==> src/token_ring_map.svh <==
`ifndef TOKEN_RING_MAP_SVH
`define TOKEN_RING_MAP_SVH

// register offsets
`define RAMP_SELECT_OFS    8'hD0
`define CONDUCTION_MODE_OFS 8'hD2
`define MISC_LOOP_OFS      8'hEA
// field positions
`define RAMP_AMP_LSB       1
`define RAMP_AMP_MSB       3
`define MODE_FCCM_BIT      0
`define RAMP_RST_SEL_BIT   3
// reset values
`define RAMP_SELECT_RST    8'h00
`define CONDUCTION_MODE_RST 8'h00
`define MISC_LOOP_RST      16'h0008
// timing: least spacing between turn-on requests
`define SET_SPACING_NS     50
`define CLK_PERIOD_NS      50
`define SET_SPACING_CYC    ((`SET_SPACING_NS + `CLK_PERIOD_NS - 1) / `CLK_PERIOD_NS)
// token pulse width in cycles
`define TOKEN_PULSE_CYC    4
// ramp rise period in cycles
`define RAMP_RISE_CYC      4

`endif

==> src/token_ring_pkg.sv <==
package token_ring_pkg;
   typedef enum logic [1:0] {
      ROLE_UNKNOWN,
      ROLE_MASTER,
      ROLE_SLAVE
   } role_e;
   typedef enum logic [1:0] {
      PH_IDLE,
      PH_ARMED,
      PH_ON
   } phase_e;
   typedef logic [7:0] reg_addr_t;
endpackage

==> src/ramp_gen.sv <==
`timescale 1ns/1ns
`default_nettype none
`include "token_ring_map.svh"

module ramp_gen
   import token_ring_pkg::*;
#(
   parameter int RW = 12
)
(
   // clock and reset
   input  wire logic          clk,
   input  wire logic          sys_rst,
   // control
   input  wire logic          enable,
   input  wire logic          reset_pulse,
   input  wire logic [2:0]    amp_sel,
   input  wire logic [RW-1:0] discharge_step,
   // ramp level
   output logic      [RW-1:0] ramp
);
   logic [3:0]    rise_cnt;
   wire  [RW-1:0] rise_step = RW'({amp_sel, 4'h0}) + RW'(16);
   wire  rising = rise_cnt != 4'h0;

   always_ff @(posedge clk)
   begin
      if (sys_rst || !enable)
      begin
         ramp     <= '0;
         rise_cnt <= 4'h0;
      end
      else if (reset_pulse)
      begin
         rise_cnt <= 4'(`RAMP_RISE_CYC);
      end
      else if (rising)
      begin
         ramp     <= ramp + rise_step;
         rise_cnt <= rise_cnt - 4'h1;
      end
      else
      begin
         ramp <= (ramp > discharge_step) ? ramp - discharge_step : '0;
      end
   end
endmodule
`default_nettype wire

==> src/token_ring_sequencer.sv <==
// Notes on behaviour
// - token input held high at power-up makes this phase master.
// - role resolved once after reset; others are slaves.
// - master answers register writes and reads.
// - slave accepts writes; reads answered only by master.
// - master makes turn-on requests and owns sequencing and faults.
// - slave drives faults onto alert line; master watches it.
// - master launches the first on-pulse after start-up.
// - only the armed phase acts on a broadcast request.
// - switching on emits a fixed-width token pulse.
// - falling token input arms the phase.
// - switch turns off when the on-time expires.
// - requests may come as little as 50ns apart.
// - master ramp rises per request, decays, fires on crossing.
// - three-bit field selects ramp amplitude.
// - ramp-reset select: 0 by modulator pulse, 1 by request.
// - mode bit 1 forced continuous, 0 pulse-skip.
`timescale 1ns/1ns
`default_nettype none
`include "token_ring_map.svh"

module token_ring_sequencer
   import token_ring_pkg::*;
#(
   parameter int RW     = 12,
   parameter int ON_W   = 10
)
(
   // clock and reset
   input  wire logic            clk,
   input  wire logic            sys_rst,
   // token ring
   input  wire logic            token_in,
   output logic                 token_out,
   // broadcast request line (driven by master)
   input  wire logic            set_in,
   output logic                 set_out,
   output logic                 set_oe_n,
   // shared fault alert line, open drain
   input  wire logic            fault_alert_line_in,
   output logic                 fault_alert_line_out,
   output logic                 fault_alert_line_oe_n,
   // local conditions
   input  wire logic            ov_fault,
   input  wire logic            uv_fault,
   input  wire logic            ot_fault,
   input  wire logic            power_ok,
   input  wire logic            modulator_pulse,
   input  wire logic            light_load,
   // loop sensing, digital levels
   input  wire logic [RW-1:0]   feedback_sense,
   input  wire logic [RW-1:0]   compare_level,
   input  wire logic [RW-1:0]   discharge_step,
   input  wire logic [ON_W-1:0] on_time_cycles,
   // register port
   input  wire logic [7:0]      reg_addr,
   input  wire logic [15:0]     reg_wdata,
   input  wire logic            reg_wr,
   input  wire logic            reg_rd,
   output logic      [15:0]     reg_rdata,
   output logic                 reg_rvalid,
   // status
   output logic                 high_side_switch,
   output logic                 is_master,
   output logic                 slave_fault_seen,
   output logic                 forced_continuous_conduction
);
   // ************************************************
   // registers
   // ************************************************
   logic [7:0]  ramp_select_cmd;
   logic [7:0]  conduction_mode_cmd;
   logic [15:0] misc_loop_cmd;
   role_e       role;
   phase_e      state;
   logic        token_d;
   logic        rearm;
   logic        started;
   logic [ON_W-1:0] on_cnt;
   logic [2:0]  tok_cnt;
   logic [1:0]  gap_cnt;
   logic [RW-1:0] ramp;

   wire master = role == ROLE_MASTER;
   wire token_fall = token_d && !token_in;

   wire rd_ok = reg_rd && master;
   wire [15:0] rd_mux =
      (reg_addr == `RAMP_SELECT_OFS)     ? {8'h00, ramp_select_cmd} :
      (reg_addr == `CONDUCTION_MODE_OFS) ? {8'h00, conduction_mode_cmd} :
      (reg_addr == `MISC_LOOP_OFS)       ? misc_loop_cmd : 16'h0000;

   always_ff @(posedge clk)
   begin
      if (sys_rst)
      begin
         ramp_select_cmd     <= `RAMP_SELECT_RST;
         conduction_mode_cmd <= `CONDUCTION_MODE_RST;
         misc_loop_cmd       <= `MISC_LOOP_RST;
      end
      else if (reg_wr)
      begin
         if (reg_addr == `RAMP_SELECT_OFS)
            ramp_select_cmd <= reg_wdata[7:0];
         if (reg_addr == `CONDUCTION_MODE_OFS)
            conduction_mode_cmd <= reg_wdata[7:0];
         if (reg_addr == `MISC_LOOP_OFS)
            misc_loop_cmd <= reg_wdata;
      end
   end

   always_ff @(posedge clk)
   begin
      if (sys_rst)
      begin
         reg_rdata  <= 16'h0000;
         reg_rvalid <= 1'b0;
      end
      else
      begin
         reg_rvalid <= rd_ok;
         reg_rdata  <= rd_ok ? rd_mux : 16'h0000;
      end
   end

   // ************************************************
   // role detection
   // ************************************************
   // strap sampled after reset release
   always_ff @(posedge clk)
   begin
      if (sys_rst)
         role <= ROLE_UNKNOWN;
      else if (role == ROLE_UNKNOWN)
         role <= token_in ? ROLE_MASTER : ROLE_SLAVE;
   end

   // ************************************************
   // ramp and request generation
   // ************************************************
   // reset source select
   wire ramp_rst_sel = misc_loop_cmd[`RAMP_RST_SEL_BIT];
   wire ramp_reset   = ramp_rst_sel ? set_out : modulator_pulse;
   wire [2:0] amp_sel = ramp_select_cmd[`RAMP_AMP_MSB:`RAMP_AMP_LSB];

   ramp_gen #(.RW(RW)) u_ramp (
      .clk            (clk),
      .sys_rst        (sys_rst),
      .enable         (master),
      .reset_pulse    (ramp_reset),
      .amp_sel        (amp_sel),
      .discharge_step (discharge_step),
      .ramp           (ramp)
   );

   wire fccm = conduction_mode_cmd[`MODE_FCCM_BIT];
   wire skip = !fccm && light_load;
   // sum widened by one bit; wrap would fake an early crossing
   wire [RW:0] fb_ramp = {1'b0, feedback_sense} + {1'b0, ramp};
   // spacing one cycle at 20 MHz
   wire want_set = master && started && power_ok && !skip
                   && gap_cnt == 2'd0
                   && fb_ramp <= {1'b0, compare_level};
   wire first_set = master && !started && power_ok;
   wire next_set  = want_set || first_set;

   always_ff @(posedge clk)
   begin
      if (sys_rst)
      begin
         set_out  <= 1'b0;
         set_oe_n <= 1'b1;
         started  <= 1'b0;
         gap_cnt  <= 2'd0;
      end
      else
      begin
         set_out  <= next_set;
         set_oe_n <= !master;
         if (first_set)
            started <= 1'b1;
         if (next_set)
            gap_cnt <= 2'(`SET_SPACING_CYC - 1);
         else if (gap_cnt != 2'd0)
            gap_cnt <= gap_cnt - 2'd1;
      end
   end

   // ************************************************
   // phase sequencing
   // ************************************************
   wire set_seen = master ? set_out : set_in;

   always_ff @(posedge clk)
   begin
      if (sys_rst)
         token_d <= 1'b1;
      else
         token_d <= token_in;
   end

   always_ff @(posedge clk)
   begin
      if (sys_rst || role == ROLE_UNKNOWN)
      begin
         state            <= PH_IDLE;
         on_cnt           <= '0;
         high_side_switch <= 1'b0;
         rearm            <= 1'b0;
      end
      else
      begin
         case (state)
            PH_IDLE:
            begin
               if (token_fall || (master && first_set))
                  state <= PH_ARMED;
            end
            PH_ARMED:
            begin
               if (set_seen)
               begin
                  state            <= PH_ON;
                  high_side_switch <= 1'b1;
                  on_cnt           <= on_time_cycles;
               end
            end
            PH_ON:
            begin
               // keep a fall seen while on
               rearm <= (rearm || token_fall) && on_cnt > ON_W'(1);
               if (on_cnt <= ON_W'(1))
               begin
                  high_side_switch <= 1'b0;
                  state <= (token_fall || rearm) ? PH_ARMED : PH_IDLE;
               end
               else
                  on_cnt <= on_cnt - ON_W'(1);
            end
            default:
               state <= PH_IDLE;
         endcase
      end
   end

   wire launch = state == PH_ARMED && set_seen;
   always_ff @(posedge clk)
   begin
      if (sys_rst)
      begin
         tok_cnt   <= 3'd0;
         token_out <= 1'b0;
      end
      else if (launch)
      begin
         tok_cnt   <= 3'(`TOKEN_PULSE_CYC - 1);
         token_out <= 1'b1;
      end
      else if (tok_cnt != 3'd0)
         tok_cnt <= tok_cnt - 3'd1;
      else
         token_out <= 1'b0;
   end

   // ************************************************
   // fault alert line
   // ************************************************
   // slave pulls low, master listens
   wire local_fault = ov_fault || uv_fault || ot_fault;
   always_ff @(posedge clk)
   begin
      if (sys_rst)
      begin
         fault_alert_line_out  <= 1'b1;
         fault_alert_line_oe_n <= 1'b1;
         slave_fault_seen      <= 1'b0;
         is_master             <= 1'b0;
         forced_continuous_conduction <= 1'b0;
      end
      else
      begin
         fault_alert_line_out  <= 1'b0;
         fault_alert_line_oe_n <= !(role == ROLE_SLAVE && local_fault);
         slave_fault_seen      <= master && !fault_alert_line_in;
         is_master             <= master;
         forced_continuous_conduction <= fccm;
      end
   end

   // ************************************************
   // checks
   // ************************************************
   a_unarmed_ignores: assert property (@(posedge clk) disable iff (sys_rst)
      (state == PH_IDLE && !(master && first_set)) |=> !$rose(high_side_switch))
      else $error("switch on without arm");
   a_token_with_on: assert property (@(posedge clk) disable iff (sys_rst)
      launch |=> token_out && high_side_switch)
      else $error("token pulse not with switch on");
   a_arm_on_fall: assert property (@(posedge clk) disable iff (sys_rst)
      (token_fall && state == PH_IDLE && role != ROLE_UNKNOWN)
      |=> state == PH_ARMED)
      else $error("falling token did not arm");
   a_arm_cleared: assert property (@(posedge clk) disable iff (sys_rst)
      launch |=> state == PH_ON)
      else $error("arm not cleared");
   a_slave_no_read: assert property (@(posedge clk) disable iff (sys_rst)
      (reg_rd && role == ROLE_SLAVE) |=> !reg_rvalid)
      else $error("slave answered read");
   a_master_reads: assert property (@(posedge clk) disable iff (sys_rst)
      rd_ok |=> reg_rvalid && reg_rdata == $past(rd_mux))
      else $error("master read lost");
   a_role_stable: assert property (@(posedge clk) disable iff (sys_rst)
      role != ROLE_UNKNOWN |=> role == $past(role))
      else $error("role changed");
   a_slave_alert: assert property (@(posedge clk) disable iff (sys_rst)
      (role == ROLE_SLAVE && local_fault) |=> !fault_alert_line_oe_n)
      else $error("slave fault not signalled");
   a_no_set_slave: assert property (@(posedge clk) disable iff (sys_rst)
      role == ROLE_SLAVE |=> set_oe_n && !set_out)
      else $error("slave drove request");
endmodule
`default_nettype wire

==> config.mk <==
export PLATFORM = sky130hd
export DESIGN_NAME = token_ring_sequencer
export DESIGN_NICKNAME = d
export VERILOG_FILES = /design/src/token_ring_pkg.sv /design/src/ramp_gen.sv /design/src/token_ring_sequencer.sv
export VERILOG_INCLUDE_DIRS = /design/src /design/src/src
export SDC_FILE = /design/constraint.sdc
export NUM_CORES = 1
export LEC_CHECK = 0
export BUFFER_PORTS_ARGS = -buffer_cell sky130_fd_sc_hd__buf_2
export CAP_MARGIN = 5
export CORE_MARGIN = 3
export CORE_UTILIZATION = 48
export CTS_CLUSTER_DIAMETER = 30
export DETAILED_ROUTE_END_ITERATION = 10
export GPL_ROUTABILITY_DRIVEN = 0
export PLACE_DENSITY = 0.68
export SKIP_CTS_REPAIR_TIMING = 1
export SLEW_MARGIN = 20
export SYNTH_ARGS = -nofsm -noshare
export SYNTH_HDL_FRONTEND = slang
export SYNTH_SLANG_ARGS = --single-unit
==> constraint.sdc <==
create_clock -name clk -period 9.7 [get_ports clk]
set_input_delay 0.97 -clock clk [delete_from_list [all_inputs] [get_ports clk]]
set_output_delay 0.97 -clock clk [all_outputs]
set_load 0.01 [all_outputs]
* After elaboration in Yosys (flattened, before gate mapping)
Index checks and enable logic that the tools add are counted.
** Cells by class
- Mux-type cells :: 26
- Add/subtract/negate cells :: 8
- Bitwise logic cells :: 2
- Magnitude comparators :: 4
- Reductions and logical operators :: 49
- Equal/unequal tests :: 12
** Operators by type and width (count)
- == test 8 bit (second input constant) :: 3
- two-way mux 12 bit :: 2
- two-way mux 8 bit :: 3
- two-way mux 10 bit :: 2
- case mux 10 bit (2 select lines) :: 1
- logical AND 1 bit :: 15
- adder 12 x 12 -> 13 bit :: 1
- less-or-equal comparator 13 x 12 -> 1 bit :: 1
- adder 12 bit :: 1
- > comparator 12 bit :: 1
- two-way mux 2 bit :: 6
- subtractor 12 bit :: 1
- > comparator 10 x 1 -> 1 bit (second input constant) :: 1
- less-or-equal comparator 10 x 1 -> 1 bit (second input constant) :: 1
- != test 2 bit (second input constant) :: 5
- subtractor 10 x 1 -> 10 bit (second input constant) :: 1
- AND reduction 3 bit :: 3
- adder 7 x 5 -> 8 bit (second input constant) :: 1
- two-way mux 1 bit :: 8
- nonzero test 2 bit :: 4
- OR reduction 2 bit :: 4
- logical NOT 1 bit :: 7
- logical OR 1 bit :: 7
- logical NOT 2 bit :: 3
- other kinds (13) :: 19
** Word-level totals
- Flip-flop bits (word level) :: 96
- Input port bits :: 83
- Word-level logic and storage cells :: 128
- Output and inout bits :: 26

* Logic depth before layout (Yosys ltp)
Gate-level depths: netlist of run 1.
- Depth after elaboration :: 8
- Gate-level depth with buffers :: 16
- Gate-level depth less buffers :: 16

* Modules after synthesis
Synthesis of run 1 repeated with hierarchy kept, for this count alone.
** Unflattened totals
- Cell total of the unflattened synthesis :: 689
- Area, all modules :: 5596.6 um^2
** By module, submodules not included
- token_ring_sequencer :: times used 1, cells each 495, area each 4065.1 um^2, seq. area each 1601.5 um^2
- ramp_gen :: times used 1, cells each 194, area each 1531.5 um^2, seq. area each 320.3 um^2

* Least setup slack after synthesis of run 1
No wires, ideal clock.
- Kind :: input port to flip-flop
- From :: in feedback_sense[0]
- To :: reg set_out
- Path slack :: 5.693 ns
- Cell stages on the path :: 16
- Required time :: 9.634 ns
- Setup time :: 0.066 ns
- Data arrival time :: 3.942 ns
- Path buffers :: 0
- Path through :: ha_1 inv_1 fa_1 nor2b_4 o31a_2 o221ai_2 a21oi_2 or4b_1 nand3_1 ha_1 a21o_1 a21oi_1 nand2_1 o311a_1 a311oi_1 nor2b_1
** On the way
- Cells in the longest elaborated chain, start to end :: 4
** RTL lines
- start, declared :: RTL line token_ring_sequencer.sv:51 : input wire logic [RW-1:0] feedback_sense,
- adder 12 x 12 -> 13 bit :: RTL line token_ring_sequencer.sv:159 : wire [RW:0] fb_ramp = {1'b0, feedback_sense} + {1'b0, ramp};
- less-or-equal comparator 13 x 12 -> 1 bit :: RTL line token_ring_sequencer.sv:163 : && fb_ramp <= {1'b0, compare_level};
- logical AND 1 bit :: RTL line token_ring_sequencer.sv:163
- logical OR 1 bit :: RTL line token_ring_sequencer.sv:165 : wire next_set = want_set || first_set;
- end signal, assigned :: RTL line token_ring_sequencer.sv:178 : set_out <= next_set;
- end, declared :: RTL line token_ring_sequencer.sv:37 : output logic set_out,
Every way passes these cells.
A chain may end at the register's enable or synchronous reset.

* Worst setup path in the final report of run 1
Ends and elaborated chain as after synthesis.

==> metrics.txt, run 1 <==
Worst-Margin Slew 1060 ps; CTS Sinks 96; post-synthesis async set-or-reset flop share 0%; antenna violations before repair 1; Initial Util roughly half; Seq/Total Area, Yosys between 30% and 40%; Clock Skew ~6.5 ps; fin. max-slew vios 0; per-cell routed wire length 14.48 µm; CTS Buf Count 9; Crit-path slowest cell or4b_1; crit path time final 4121 ps; Final Cycle Share between 40% and 50%; Post-DRT Antenna Nets 0; mapped cell area between 5000 and 6000 µm²; Root Driver clkbuf_16; CTS tree yes; nets ~900; Area Growth Syn to Fin 16.61%; Iter 0 DRT Violations 239; Synth warnings 0; Vias per Instance 5.430; cell chain of the critical path buf_2, ha_1, inv_1, fa_1, nor2b_4, o31a_2, o221ai_2, a21oi_2, or4b_1, nand3_1, ha_1, a21o_1, a21oi_1, nand2_1, o311a_1, a311oi_1, nor2b_1; Max Cap Viol 0; clk slew on worst S/H paths around 60 ps; Detailed Routing Iterations Pass 1 4; CP endpoint kind flip-flop; RSZ-0062 raised after global routing no; total gr overflow 0; via count between 4000 and 5000; Core ar. 11130 µm²; Detailed Route WL 13160 µm; Final Hold Viols 0; largest net degree at the start of global routing 49; Worst slew margin between 20% and 30%; Tot Pwr about 0.9 mW; outcome finished, final reports clean; global-route wire length before repair 21620 µm; H-tree depth 3; largest vdd supply drop 106.6 µV; crit path DAT roughly 4400 ps; syn avg cell area between 8 and 9 µm²; Synth Flop Type dfxtp_1; Synth cell types 69; worst min path class flip-flop to flip-flop; Max Fclk around 240 MHz; P_leak about 3 nW; DIE AREA 13010 µm²; Cells after Synth 665; endpoints failing setup 0; HPWL after DPL 10160 µm; share of post-route cells with drive strength above 1 roughly a fifth; most frequent cells in the layout buf_2, dfxtp_1, nor2_1; Cell Pwr Density about 140 nW/µm²; DRC Markers 0; WS Path Type input pin to flip-flop; die span in x about 110 µm; Syn Nets ~800; Worst-Skew Late Latency 330 ps; startpoint types input pin; slowest stage delay, CP 480 ps; Post-Route Setup TNS 0 ps; I/O Pins ~110; Max clock buf depth 2; critical path required time roughly 10000 ps; Die Y about 110 µm; CP most frequent cell ha_1; number of synthesized flops with an enable pin 0; Rows 38; All-Layer GR Usage between 20% and 30%; # port buffers roughly 110; crit-path max FO 4; vias in the first global route 4795; most common cell after layout, fill and taps aside buf_2; Yosys reg bits 96
area by class of cell:
cell class | count | area (µm²)
antenna | 1 | 2.502
inverter | 51 | 191.4
timing repair buffer | 110 | 555.5
fill | 1036 | 4589
multi-input combinational | 495 | 3391
tap | 140 | 175.2
sequential | 96 | 1922
clock inverter | 5 | 56.30
clock buffer | 11 | 242.7
flip-flops by register name (all words and copies together) (netlist names), 2 cells and up:
register             flops
state                    2
ramp_select_cmd          8
tok_cnt                  3
u_ramp.rise_cnt          4
misc_loop_cmd           16
on_cnt                  10
conduction_mode_cmd      8
reg_rdata               16
u_ramp.ramp             12
role                     2
gap_cnt                  2
per-layer routing:
| layer | wire (µm) | share of wire (%) | GRT usage, % | vias up |
|---|---|---|---|---|
| li1 | - | - | - | 2556 |
| met1 | 5922 | 45 | 24.75 | 2267 |
| met2 | 6559 | 50 | 35.99 | 101 |
| met3 | 519 | 3.9 | 2.960 | 12 |
| met4 | 161 | 1.2 | 5.938 | 0 |
| met5 | 0 | 0 | 0 | - |
synthesized netlist by cell type (4+ instances only):
cell type / instances / area (µm²)
inv_1: 51 / 191.4
a21o_1: 7 / 52.55
buf_2: 5 / 25.02
nor2_1: 74 / 277.8
nor4_1: 7 / 43.79
nand3_1: 18 / 90.09
xnor2_1: 14 / 122.6
a21boi_0: 4 / 30.03
clkbuf_1: 14 / 52.55
o21ai_0: 38 / 190.2
ha_1: 47 / 588.1
a211oi_1: 8 / 60.06
nor3_1: 16 / 80.08
xor2_1: 6 / 52.55
and3_1: 13 / 81.33
nand4_1: 6 / 37.54
a22oi_1: 5 / 37.54
a21oi_1: 54 / 270.3
nand2_1: 48 / 180.2
mux2i_1: 35 / 350.3
nand2b_1: 7 / 43.79
nor2b_1: 12 / 75.07
a22o_1: 6 / 52.55
dfxtp_1: 96 / 1922
o21a_1: 4 / 30.03
critical path: cells and delay by family:
kind                     cells  cell delay [ps]
AND/OR/NAND/NOR              5              900
buffers and inverters        2              170
adder cells (fa/ha/maj)      3              700
AO/OA/AOI/OAI                7             1640
power breakdown:
| part | switching (mW) | total, mW | internal (mW) |
|---|---|---|---|
| logic | 0.0708 | 0.130 | 0.0597 |
| clock network | 0.144 | 0.350 | 0.206 |
| registers | 0.00811 | 0.415 | 0.407 |
kinds of logic after synthesis:
kind of cell               Yosys count  share of synthesized area [%]
xor gates and xnor gates            20                          3.125
and+or+nand+nor                    224                          20.09
adders and majority gates           50                          11.56
DFF                                 96                          34.29
buffers and inverters               74                          5.357
AOI/OAI and AO/OA                  166                          19.33
muxes                               35                          6.250
final timing paths:
kind                            cells after the start         startpoint           end  slack, ps
worst max-delay path                               17  feedback_sense[0]       set_out       5580
worst min-delay path                                2   misc_loop_cmd[5]  reg_rdata[5]        450
worst max register to register                     16     u_ramp.ramp[0]       set_out       5970
worst min register to register                      2   misc_loop_cmd[5]  reg_rdata[5]        450
per-stage QoR:
| stage | hold WS, ps | utilization (%) | setup slack, ps | area, µm² | std cells |
|---|---|---|---|---|---|
| 6_report | 451.1 | 58.75 | 5579 | 6536 | 909 |
| 5_1_grt | 474.6 | 58.75 | 5217 | 6536 | 909 |
| 4_1_cts | 454.4 | 58.66 | 5593 | 6526 | 908 |
| 3_5_place_dp | 444.6 | 55.97 | 5250 | 6227 | 892 |
| 3_3_place_gp | 439.3 | 55.97 | 5409 | 6227 | 892 |
| 2_1_floorplan | 424.8 | - | 5693 | 5605 | 665 |
No activity file was read; power rests on OpenSTA's default activity.
==> inputs of run 2 (changes only) <==
--- a/config.mk
+++ b/config.mk
@@ -6,6 +6,7 @@
 export SDC_FILE = /design/constraint.sdc
 export NUM_CORES = 1
 export LEC_CHECK = 0
+export ABC_AREA = 1
 export BUFFER_PORTS_ARGS = -buffer_cell sky130_fd_sc_hd__buf_2
 export CAP_MARGIN = 5
 export CORE_MARGIN = 3
@@ -13,7 +14,7 @@
 export CTS_CLUSTER_DIAMETER = 30
 export DETAILED_ROUTE_END_ITERATION = 10
 export GPL_ROUTABILITY_DRIVEN = 0
-export PLACE_DENSITY = 0.68
+export PLACE_DENSITY = 0.71
 export SKIP_CTS_REPAIR_TIMING = 1
 export SLEW_MARGIN = 20
 export SYNTH_ARGS = -nofsm -noshare
==> constraint.sdc (replaced) <==
create_clock -name clk -period 3.46 [get_ports clk]
set_input_delay 0.346 -clock clk [delete_from_list [all_inputs] [get_ports clk]]
set_output_delay 0.346 -clock clk [all_outputs]
set_load 0.01 [all_outputs]
==> metrics.txt, run 2 <==
Core ar. between 10000 and 15000 µm²; total gr overflow 0; crit-path max FO 4; Detailed Routing Iterations Pass 1 5; fin. max-slew vios 0; Cell Pwr Density approximately 390 nW/µm²; worst min path class input pin to flip-flop; Max Cap Viol 0; HPWL after DPL 9524 µm; most common cell after layout, fill and taps aside inv_1; antenna violations before repair 0; All-Layer GR Usage about a fifth; Vias per Instance 5.004; Layout Cells excl Fill about 1000; DRC Markers 0; worst hold slack between 150 and 200 ps; Root Driver clkbuf_16; FILL cells between 1000 and 1500; min setup slack post-route approximately 520 ps; per-cell routed wire length approximately 12 µm; syn avg cell area roughly 7.3 µm²; # port buffers roughly 110; P_leak around 3.2 nW; FF-to-FF Start u_ramp.ramp[1]; H-tree depth 3; fin util between 50% and 60%; CP endpoint kind flip-flop; via count 5129; NetSw approximately 0.73 mW; most frequent cells in the layout inv_1, nand2_1, buf_2; Tot Pwr between 2 and 3 mW; CTS tree yes; DIE AREA 13100 µm²; Syn Nets between 900 and 1000; largest registers misc_loop_cmd (16), reg_rdata (16), u_ramp.ramp (12); Rows 38; Seq/Total Area, Yosys approximately a third; Int Power approximately 1.8 mW; Max Fclk approximately 340 MHz; largest vdd supply drop approximately 370 µV; Post-Route Setup TNS 0 ps; top cells by count, synth inv_1, nand2_1, dfxtp_1, a21oi_1, o21ai_0; share of post-route cells with drive strength above 1 18.64%; RSZ-0062 raised after global routing no; Switching Share 28.55%; post-synthesis mux area share 0%; Iter 0 DRT Violations 296; Final Hold Viols 0; sequential power share a little under half; vias in the first global route roughly 4700; largest net degree at the start of global routing 35; CTS Buf Count 9; Synth warnings 0; number of synthesized flops with an enable pin 0; Worst setup startpoint u_ramp.ramp[1]; top area cells in the synthesized netlist dfxtp_1, ha_1, inv_1, nand2_1, a21oi_1; startpoint types flip-flop; mapped cell area between 5000 and 6000 µm²; Initial Util about half; Yosys reg bits 96; Synth Flop Type dfxtp_1; Synth cell types 42; Post-DRT Antenna Nets 0; hold path startpoint fault_alert_line_in; largest family of logic cells by synthesized area simple AND/OR/NAND/NOR gates; CTS Sinks 96; crit path time final between 2000 and 3000 ps; clk slew on worst S/H paths about 70 ps; DP Worst Slack 430.0 ps; Clock Skew ~9.1 ps; die span in x 114.5 µm; nets roughly 1000; XOR/XNOR share of the synthesized area 4.344%; post-synthesis async set-or-reset flop share 0%; Final Cell Area 6570 µm²; WS Path Type flip-flop to flip-flop; Max clock buf depth 2; Synth top area share roughly a third; cell with the most instances after synthesis inv_1; dpl cells a little over 1000; global-route wire length before repair 20520 µm; Cells after Synth just under 800; endpoints failing setup 0; outcome finished, final reports clean; Gate power share 16.0%; Worst-Skew Late Latency approximately 350 ps; crit path DAT 3170 ps; Synth Area in Adders 11.48%; clock power share between 30% and 40%; Final Cycle Share between 80% and 90%; critical path required time 3700 ps; Synth Area in Compound Gates 18.93%; I/O Pins between 100 and 150; DP Area 6275 µm²; Worst-Margin Slew ~690 ps; post-synthesis simple-gate area fraction about a fifth; Die Y ~110 µm; Area Growth Syn to Fin 16.38%; Worst slew margin approximately 54%; n_diodes 0; Yosys top cell by area dfxtp_1; Detailed Route WL about 12000 µm
## run 2: area by class of cell
class / count / area [µm²] / share of cell area, %
clock buffer: 9 / 225.2 / 3.428
multi-input combinational: 532 / 3136 / 47.72
clock inverter: 7 / 70.07 / 1.066
sequential: 96 / 1922 / 29.25
tap: 140 / 175.2 / 2.666
timing repair buffer: 108 / 540.5 / 8.227
inverter: 133 / 501.7 / 7.637
## run 2: per-layer routing
| layer | up-vias | track usage (%) | part of all wire [%] |
|---|---|---|---|
| met2 | 115 | 31.74 | 46 |
| met3 | 16 | 3.805 | 5.6 |
| met5 | - | 0 | 0 |
| met1 | 2241 | 25.06 | 47 |
| met4 | 0 | 5.938 | 1.6 |
| li1 | 2757 | - | - |
## run 2: power by group through the flow
stage	combinational [mW]	clock, mW	sequential [mW]
2_1_floorplan	0.296	0	1.20
3_3_place_gp	0.406	0	1.20
3_5_place_dp	0.411	0	1.20
4_1_cts	0.412	1.00	1.17
5_1_grt	0.483	1.05	1.18
6_report	0.409	0.975	1.18
## run 2: critical path: stages (launching register included)
cell	delay, ps
dfxtp_1	400
inv_1	100
fa_1	430
or2_1	270
nand2_1	120
a21oi_1	110
nor2_1	100
nor2_1	50
xnor2_1	120
ha_1	290
a21oi_1	150
o21bai_1	70
nor3_1	180
nand2_1	70
nand2_1	110
nand2_1	80
nand3_1	90
nor2_1	50
## run 2: path summary, 6_finish.rpt
path | cells past startpoint | endpoint | slack (ps)
max | 17 | gap_cnt[0] | 520
min | 2 | slave_fault_seen | 150
max reg2reg | 17 | gap_cnt[0] | 520
min reg2reg | 2 | reg_rdata[9] | 440
## run 2: cell families after synthesis
kind of cell / count (synthesis)
and+or+nand+nor: 259
AOI/OAI and AO/OA: 195
buffers and inverters: 148
DFF: 96
adders and majority gates: 50
xor gates and xnor gates: 28
